===== src/uotg_consts.vh =====
// Purpose: constants for the dual-role session and role control block
// Assumes: apb byte addresses, one 32-bit word per register
// Notes: offsets are local choices, data in the low byte
`ifndef UOTG_CONSTS_VH
`define UOTG_CONSTS_VH
`define UOTG_ADDR_W 6
`define UOTG_OFF_OTGSTAT 6'h00
`define UOTG_OFF_OTGCON 6'h04
`define UOTG_OFF_PWRC 6'h08
`define UOTG_OFF_OTGIR 6'h0C
`define UOTG_OFF_LINKIR 6'h10
`define UOTG_OFF_CNFG2 6'h14
`define UOTG_OFF_BDTP 6'h18
`define UOTG_OFF_FRML 6'h1C
`define UOTG_OFF_FRMH 6'h20
`define UOTG_OFF_UCON 6'h24
`define UOTG_BIT_ID 7
`define UOTG_BIT_LINE_STABLE_INDICATOR 5
`define UOTG_BIT_SESSION_VALID_INDICATOR 3
`define UOTG_BIT_SESSION_END_INDICATOR 2
`define UOTG_BIT_A_SIDE_SUPPLY_VALID 0
`define UOTG_BIT_DPPU 7
`define UOTG_BIT_DMPU 6
`define UOTG_BIT_DPPD 5
`define UOTG_BIT_DMPD 4
`define UOTG_BIT_VBON 3
`define UOTG_BIT_DUAL_ROLE_FEATURES_ENABLE 2
`define UOTG_BIT_VBCHG 1
`define UOTG_BIT_VBDIS 0
`define UOTG_BIT_IR_ATTACH 6
`define UOTG_BIT_IR_RST 0
`define UOTG_BIT_PULSE 4
`define UOTG_BIT_HOST_ROLE_ENABLE 3
`define UOTG_BIT_PERIPHERAL_ROLE_ENABLE 0
`define UOTG_BIT_SUSP 1
`define UOTG_BIT_PWR 0
`define UOTG_BIT_SLPGRD 4
`define UOTG_BIT_ACTPND 7
`define UOTG_STABLE_US 1000
`define UOTG_CLK_MHZ 125
`define UOTG_STABLE_CYC (`UOTG_STABLE_US * `UOTG_CLK_MHZ)
`endif


===== src/uotg_session_ctrl.v =====
// Purpose: dual-role session and role control registers over apb
// Assumes: 125 MHz clock, comparator and line inputs asynchronous to it
// Notes: zero wait state apb, unmapped reads return zero, pslverr low
// Functional notes
// software checks vbus low, lines low 2ms
// session end flag set on vbus drop
// self-powered b-device clears both pull-ups
// software pulses d+ pull-up 5-10 ms
// software pulses vbus via config bit
// b-device ignores vbus, reconnects after valid
// a-device restores vbus on srp
// a-device ends srp with bus reset
// negotiate only full speed, once enabled; code still drives the d- pull-up from otgcon bit 6 when dual-role is enabled
// b-device requests host by disconnecting
// a-device yields host via d+ pull-up
// new b-host drives reset first
// b-host returns, a-device drops pull-up
// a-device resumes host on attach
// upper byte reads zero everywhere
// descriptor page 8 bits, bit0 zero
// 11-bit frame count, low/high registers
// plug-type bit 7 status
// line-stable bit after 1 ms unchanged
// session, end, a-valid status bits
// dual-role enable selects pull control source
// vbus power, charge, discharge controls
// suspend gates clock, enable powers module
// synchronised inputs, edges set flags
`timescale 1ns/1ps
`include "uotg_consts.vh"
module uotg_session_ctrl #(
  parameter STABLE_CYC = `UOTG_STABLE_CYC
) (
  input wire clock_in,
  input wire rst_in,
  input wire psel_in,
  input wire penable_in,
  input wire pwrite_in,
  input wire [`UOTG_ADDR_W-1:0] paddr_in,
  input wire [31:0] pwdata_in,
  input wire id_pin_in,
  input wire sess_vld_cmp_in,
  input wire sess_end_cmp_in,
  input wire vbus_vld_cmp_in,
  input wire se0_in,
  input wire jstate_in,
  input wire frame_tick_in,
  input wire activity_in,
  output reg [31:0] prdata_out,
  output reg pready_out,
  output reg pslverr_out,
  output reg dplus_pullup_out,
  output reg dminus_pullup_out,
  output reg dplus_pulldown_out,
  output reg dminus_pulldown_out,
  output reg vbus_power_on_out,
  output reg vbus_charge_out,
  output reg vbus_discharge_out,
  output reg vbus_pulse_out,
  output reg clock_gate_out,
  output reg xcvr_low_power_out,
  output reg module_enable_out
);
  // ----------------------------------------
  // input synchronisers
  // ----------------------------------------
  reg [5:0] sync1_reg;
  reg [5:0] sync2_reg;
  always @(posedge clock_in or posedge rst_in) begin
    if (rst_in) begin
      sync1_reg <= 6'h00;
      sync2_reg <= 6'h00;
    end else begin
      sync1_reg <= {jstate_in, se0_in, vbus_vld_cmp_in, sess_end_cmp_in,
                    sess_vld_cmp_in, id_pin_in};
      sync2_reg <= sync1_reg;
    end
  end
  wire id_s = sync2_reg[0];
  wire session_valid_indicator_s = sync2_reg[1];
  wire session_end_indicator_s = sync2_reg[2];
  wire a_side_supply_valid_s = sync2_reg[3];
  wire [1:0] line_s = sync2_reg[5:4];

  // ----------------------------------------
  // line stability timer
  // ----------------------------------------
  reg [1:0] line_prev_reg;
  reg [31:0] stable_cnt_reg;
  reg stable_reg;
  reg session_valid_indicator_prev_reg;
  reg session_end_indicator_prev_reg;
  reg [1:0] prime_reg;
  always @(posedge clock_in or posedge rst_in) begin
    if (rst_in) begin
      prime_reg <= 2'h0;
      line_prev_reg <= 2'h0;
      stable_cnt_reg <= 32'h0;
      stable_reg <= 1'b0;
      session_valid_indicator_prev_reg <= 1'b0;
      session_end_indicator_prev_reg <= 1'b0;
    end else begin
      line_prev_reg <= line_s;
      // edges count only once both stages and the last value hold real samples
      if (prime_reg != 2'h3) prime_reg <= prime_reg + 2'h1;
      session_valid_indicator_prev_reg <= session_valid_indicator_s;
      session_end_indicator_prev_reg <= session_end_indicator_s;
      if (line_s != line_prev_reg) begin
        stable_cnt_reg <= 32'h0;
        stable_reg <= 1'b0;
      end else if (stable_cnt_reg >= STABLE_CYC - 1) begin
        stable_reg <= 1'b1;
      end else begin
        stable_cnt_reg <= stable_cnt_reg + 32'h1;
      end
    end
  end
  // reset values of the pipeline are not the pin levels; avoids false edges
  wire primed = (prime_reg == 2'h3);
  wire session_valid_indicator_evt = primed & (session_valid_indicator_s ^ session_valid_indicator_prev_reg);
  wire session_end_indicator_evt = primed & session_end_indicator_s & ~session_end_indicator_prev_reg;
  // attach: se0 leaves to j; reset/detach: se0 begins
  wire attach_evt = primed & line_prev_reg[0] & ~line_s[0] & line_s[1];
  wire detach_evt = primed & ~line_prev_reg[0] & line_s[0];

  // ----------------------------------------
  // registers
  // ----------------------------------------
  reg [7:0] otgcon_reg;
  reg [1:0] pwrc_reg;
  reg slpgrd_reg;
  reg [7:0] otgir_reg;
  reg [7:0] linkir_reg;
  reg pulse_reg;
  reg [7:0] bdtp_reg;
  reg [10:0] frame_reg;
  reg [7:0] ucon_reg;
  wire wr = psel_in & penable_in & pwrite_in;
  wire rd = psel_in & ~penable_in & ~pwrite_in;
  wire [7:0] wd = pwdata_in[7:0];
  wire [7:0] otgstat = {id_s, 1'b0, stable_reg, 1'b0, session_valid_indicator_s, session_end_indicator_s, 1'b0,
                        a_side_supply_valid_s}; // see R18
  always @(posedge clock_in or posedge rst_in) begin
    if (rst_in) begin
      otgcon_reg <= 8'h00;
      pwrc_reg <= 2'h0;
      slpgrd_reg <= 1'b0;
      otgir_reg <= 8'h00;
      linkir_reg <= 8'h00;
      pulse_reg <= 1'b0;
      bdtp_reg <= 8'h00;
      frame_reg <= 11'h000;
      ucon_reg <= 8'h00;
    end else begin
      if (wr && paddr_in == `UOTG_OFF_OTGCON) otgcon_reg <= wd;
      if (wr && paddr_in == `UOTG_OFF_BDTP) bdtp_reg <= {wd[7:1], 1'b0};
      if (wr && paddr_in == `UOTG_OFF_CNFG2) pulse_reg <= wd[`UOTG_BIT_PULSE];
      if (wr && paddr_in == `UOTG_OFF_UCON) ucon_reg <= wd;
      if (wr && paddr_in == `UOTG_OFF_PWRC) begin
        pwrc_reg <= wd[1:0];
        slpgrd_reg <= wd[`UOTG_BIT_SLPGRD];
      end else if (activity_in) begin
        pwrc_reg[`UOTG_BIT_SUSP] <= 1'b0; // hardware leaves suspend on bus activity
      end
      if (frame_tick_in) frame_reg <= frame_reg + 11'h001;
      // write-one-to-clear; a same-cycle event wins
      otgir_reg <= (otgir_reg & ~((wr && paddr_in == `UOTG_OFF_OTGIR) ? wd : 8'h00))
                   | {4'h0, session_valid_indicator_evt, session_end_indicator_evt, 2'h0}; // see R2
      linkir_reg <= (linkir_reg & ~((wr && paddr_in == `UOTG_OFF_LINKIR) ? wd : 8'h00))
                    | {1'b0, attach_evt, 5'h00, detach_evt};
    end
  end

  // ----------------------------------------
  // apb read and outputs
  // ----------------------------------------
  reg [7:0] rmux;
  always @* begin
    case (paddr_in)
      `UOTG_OFF_OTGSTAT: rmux = otgstat;
      `UOTG_OFF_OTGCON: rmux = otgcon_reg;
      `UOTG_OFF_PWRC: rmux = {activity_in & slpgrd_reg, 2'h0, slpgrd_reg, 2'h0, pwrc_reg};
      `UOTG_OFF_OTGIR: rmux = otgir_reg;
      `UOTG_OFF_LINKIR: rmux = linkir_reg;
      `UOTG_OFF_CNFG2: rmux = {3'h0, pulse_reg, 4'h0};
      `UOTG_OFF_BDTP: rmux = bdtp_reg;
      `UOTG_OFF_FRML: rmux = frame_reg[7:0];
      `UOTG_OFF_FRMH: rmux = {5'h00, frame_reg[10:8]};
      `UOTG_OFF_UCON: rmux = ucon_reg;
      default: rmux = 8'h00;
    endcase
  end
  wire otg_on = otgcon_reg[`UOTG_BIT_DUAL_ROLE_FEATURES_ENABLE];
  wire host_on = ucon_reg[`UOTG_BIT_HOST_ROLE_ENABLE];
  wire dev_on = ucon_reg[`UOTG_BIT_PERIPHERAL_ROLE_ENABLE];
  always @(posedge clock_in or posedge rst_in) begin
    if (rst_in) begin
      prdata_out <= 32'h0;
      pready_out <= 1'b0;
      pslverr_out <= 1'b0;
      dplus_pullup_out <= 1'b0;
      dminus_pullup_out <= 1'b0;
      dplus_pulldown_out <= 1'b0;
      dminus_pulldown_out <= 1'b0;
      vbus_power_on_out <= 1'b0;
      vbus_charge_out <= 1'b0;
      vbus_discharge_out <= 1'b0;
      vbus_pulse_out <= 1'b0;
      clock_gate_out <= 1'b0;
      xcvr_low_power_out <= 1'b0;
      module_enable_out <= 1'b0;
    end else begin
      pready_out <= psel_in & ~penable_in;
      pslverr_out <= 1'b0;
      if (rd) prdata_out <= {24'h0, rmux};
      // software owns the pulls when dual-role enabled
      dplus_pullup_out <= otg_on ? otgcon_reg[`UOTG_BIT_DPPU] : (dev_on & ~host_on);
      dminus_pullup_out <= otg_on & otgcon_reg[`UOTG_BIT_DMPU];
      dplus_pulldown_out <= otg_on ? otgcon_reg[`UOTG_BIT_DPPD] : host_on;
      dminus_pulldown_out <= otg_on ? otgcon_reg[`UOTG_BIT_DMPD] : host_on;
      vbus_power_on_out <= otgcon_reg[`UOTG_BIT_VBON];
      vbus_charge_out <= otgcon_reg[`UOTG_BIT_VBCHG];
      vbus_discharge_out <= otgcon_reg[`UOTG_BIT_VBDIS];
      vbus_pulse_out <= pulse_reg;
      clock_gate_out <= pwrc_reg[`UOTG_BIT_SUSP];
      xcvr_low_power_out <= pwrc_reg[`UOTG_BIT_SUSP];
      module_enable_out <= pwrc_reg[`UOTG_BIT_PWR];
    end
  end
endmodule // uotg_session_ctrl


===== config.mk =====
export PLATFORM = sky130hd
export DESIGN_NAME = uotg_session_ctrl
export DESIGN_NICKNAME = d
export VERILOG_FILES = /design/src/uotg_session_ctrl.v
export VERILOG_INCLUDE_DIRS = /design/src /design/src/src
export SDC_FILE = /design/constraint.sdc
export NUM_CORES = 1
export LEC_CHECK = 0
export BUFFER_PORTS_ARGS = -buffer_cell sky130_fd_sc_hd__buf_2
export CAP_MARGIN = 40
export CORE_MARGIN = 2
export CORE_UTILIZATION = 56
export CTS_CLUSTER_DIAMETER = 120
export DETAILED_ROUTE_END_ITERATION = 16
export PLACE_DENSITY = 0.89
export SLEW_MARGIN = 0
export SYNTH_ARGS = -nofsm -noshare
export SYNTH_HDL_FRONTEND = slang
export SYNTH_SLANG_ARGS = --single-unit

===== constraint.sdc =====
create_clock -name clock_in -period 5 [get_ports clock_in]
set_clock_uncertainty 0.1 [all_clocks]
set_input_delay 0.75 -clock clock_in [delete_from_list [all_inputs] [get_ports clock_in]]
set_output_delay 0.75 -clock clock_in [all_outputs]
set_load 0.01 [all_outputs]

==> flow_summary.json <==
{
  "synth_area_per_cell_um2": 12.0,
  "chipHeight_um": 102,
  "finalCriticalPeriod_ns": 2.69,
  "synthCells": 448,
  "start_kind": "flop",
  "path_max_fanout": 20,
  "rsz0062_at_grt": "no",
  "grt_pass1_wl_mm": 19.1,
  "vias": 3872,
  "p_leak_nw": 2.97,
  "postCtsSetupBuffers": 0,
  "clockBufferDepth": 2,
  "hold_viol_final": 0,
  "yosysTopAreaCell": "dfrtp_1",
  "drv_cap": 0,
  "drive_above_1_share_pct": 22.4,
  "regArea_um2": 3100,
  "gr-total-overflow": 0,
  "clock.fmax_mhz": 371,
  "syn_to_final_growth_pct": 15.3,
  "cp-end-kind": "flop",
  "fin_crit_sh_pct": 53.9,
  "synth.distinct_cells": 56,
  "cts_root_buf": "clkbuf_8",
  "finalSetupViolCount": 0,
  "synth_common_cells": "dfrtp_1 (124), and3_1 (27), mux2_2 (27), nand2_1 (27), buf_4 (26)",
  "fin_ws_ns": 2.31,
  "cts.sinks": 124,
  "fillCellCount": 667,
  "yosys_warnings": 0,
  "arrival_ns": 3.02,
  "hold_buffers": 0,
  "slowest_stage": "or4_1",
  "tns_ns": 0,
  "gp_congestion": 0.881,
  "criticalPathCategory": "reg -> reg",
  "hpwl_mm": 7.61,
  "wl_per_cell_um": 18.4,
  "dieArea_um2": 10400,
  "numCtsBuffers": 17,
  "synthTopCellsByArea": "dfrtp_1 (58%), mux2_2 (5.7%), buf_4 (3.6%)",
  "hold_ws_ns": 0.111,
  "htree_levels": 4,
  "first_global_vias": 3915,
  "slew_viol_final": 0,
  "min_path_type": "in -> async",
  "die_w_um": 102,
  "grt_use_total_pct": 24.6,
  "worst_slew_pin_slew_ns": 0.888,
  "vias_per_cell": 6.02,
  "synth_seq_cells": 124,
  "synth_area_um2": 5360,
  "initial_core_util_pct": 57.7,
  "clock_latency_ns": 0.52,
  "totalWireLength_mm": 11.8,
  "synth_seq_area_share_pct": 57.9,
  "status": "complete, no violations",
  "cts_tree": "done",
  "ant_nets": 0,
  "pin_count": 96,
  "fin_nets": 557,
  "max_stage_delay_ns": 0.50,
  "synth_edf_count": 0,
  "drt_iter0_drc": 255,
  "multi_input_area_um2": 2080,
  "synth_most_common_cell": "dfrtp_1",
  "vdd_drop_max_mv": 0.250,
  "clk_pin_slew_ns": 0.06,
  "placeableCoreArea_um2": 9280,
  "largest_reg_flops": 32,
  "crit_family": "compound AO/OA/AOI/OAI gates",
  "portBuffers": 46,
  "relSlewSlack_pct": 40.4,
  "antenna_found_initial": 0,
  "yosysTopAreaCellShare_pct": 57.9,
  "worst-path-buf-inv": 1,
  "antenna_cells": 0,
  "p_per_area_nw_per_um2": 386,
  "detail_route.drc_violations": 0,
  "path_cells": "ha_1 -> a2111o_1 -> a21oi_2 -> o211ai_2 -> buf_8 -> or4_1 -> a21oi_1",
  "grt_max_degree": 56,
  "row_count": 35,
  "postCtsResizedCells": 0,
  "pre_cts_ws_ns": 2.05,
  "synthFlopType": "dfrtp_1",
  "critical_path_required_ns": 5.33,
  "async_flop_share_pct": 100,
  "drt_first_pass_iters": 7
}
[layout make-up]
class	instances	area share, %
well taps	129	2.61
flip-flops and latches	124	50.2
clock inverters	7	1.05
inverters	4	0.284
repair buffers	52	4.50
clock buffers	23	7.72
multi-input cells	304	33.6
[per-stage QoR]
stage / instance area, um^2 / std cells / power [mW] / util [%]
after floorplan: 5450 / 472 / 1.23 / -
after global placement: 5600 / 609 / 1.27 / 60.4
after detailed placement: 5620 / 611 / 1.28 / 60.6
after CTS: 6160 / 641 / 2.39 / 66.4
after global routing: 6180 / 643 / 2.47 / 66.5
final: 6180 / 643 / 2.38 / 66.5
[layout by cell type, fill, tap and decap left out, drive strengths merged, types with 5 or more instances in the layout]
master / netlist / routed
dfrtp: 124 / 124
a31oi: 7 / 7
o31ai: 8 / 8
xnor2: 10 / 10
o21ai: 6 / 6
or3: 6 / 6
nor3: 7 / 7
a21oi: 14 / 14
buf: 29 / 50
xor2: 5 / 5
conb: 1 / 25
nor2: 11 / 11
a21o: 6 / 6
and2: 5 / 5
nand3: 14 / 14
or4: 11 / 11
and3: 27 / 27
a22oi: 17 / 17
a21boi: 14 / 14
mux2: 28 / 28
clkbuf: 11 / 25
nand2: 27 / 27
[metal layers]
layer,vias up,wire length [um],track usage (%)
met5,-,0,0
met4,0,407,10.9
met3,41,677,6.16
met2,181,6130,42.6
met1,1926,4630,29.3
li1,1724,-,-
[worst paths after layout]
kind                       cells past startpoint                 end              start  slack [ns]
max                                            7  stable_cnt_reg[13]  stable_cnt_reg[0]        2.31
min                                            2        sync1_reg[5]             rst_in        0.11
max reg2reg                                    7  stable_cnt_reg[13]  stable_cnt_reg[0]        2.31
min reg2reg                                    0        sync2_reg[2]       sync1_reg[2]        0.25
max in group asynchronous                      3       prdata_out[4]             rst_in        3.71
min in group clock_in                          1        sync1_reg[0]          id_pin_in        0.23
[kinds of logic after synthesis]
group,share of synthesized area (%)
xor+xnor,2.45
fa+ha+maj,0.701
buf+inv,5.04
mux,6.44
compound gates,12.5
flops,57.9
other cells,0.0700
simple gates,14.9
[report_power, final]
group,switching (mW),internal (mW)
logic,0.0923,0.0590
registers,0.0597,1.06
clock network,0.416,0.702
Note: power is estimated with default switching activity, not from simulation.
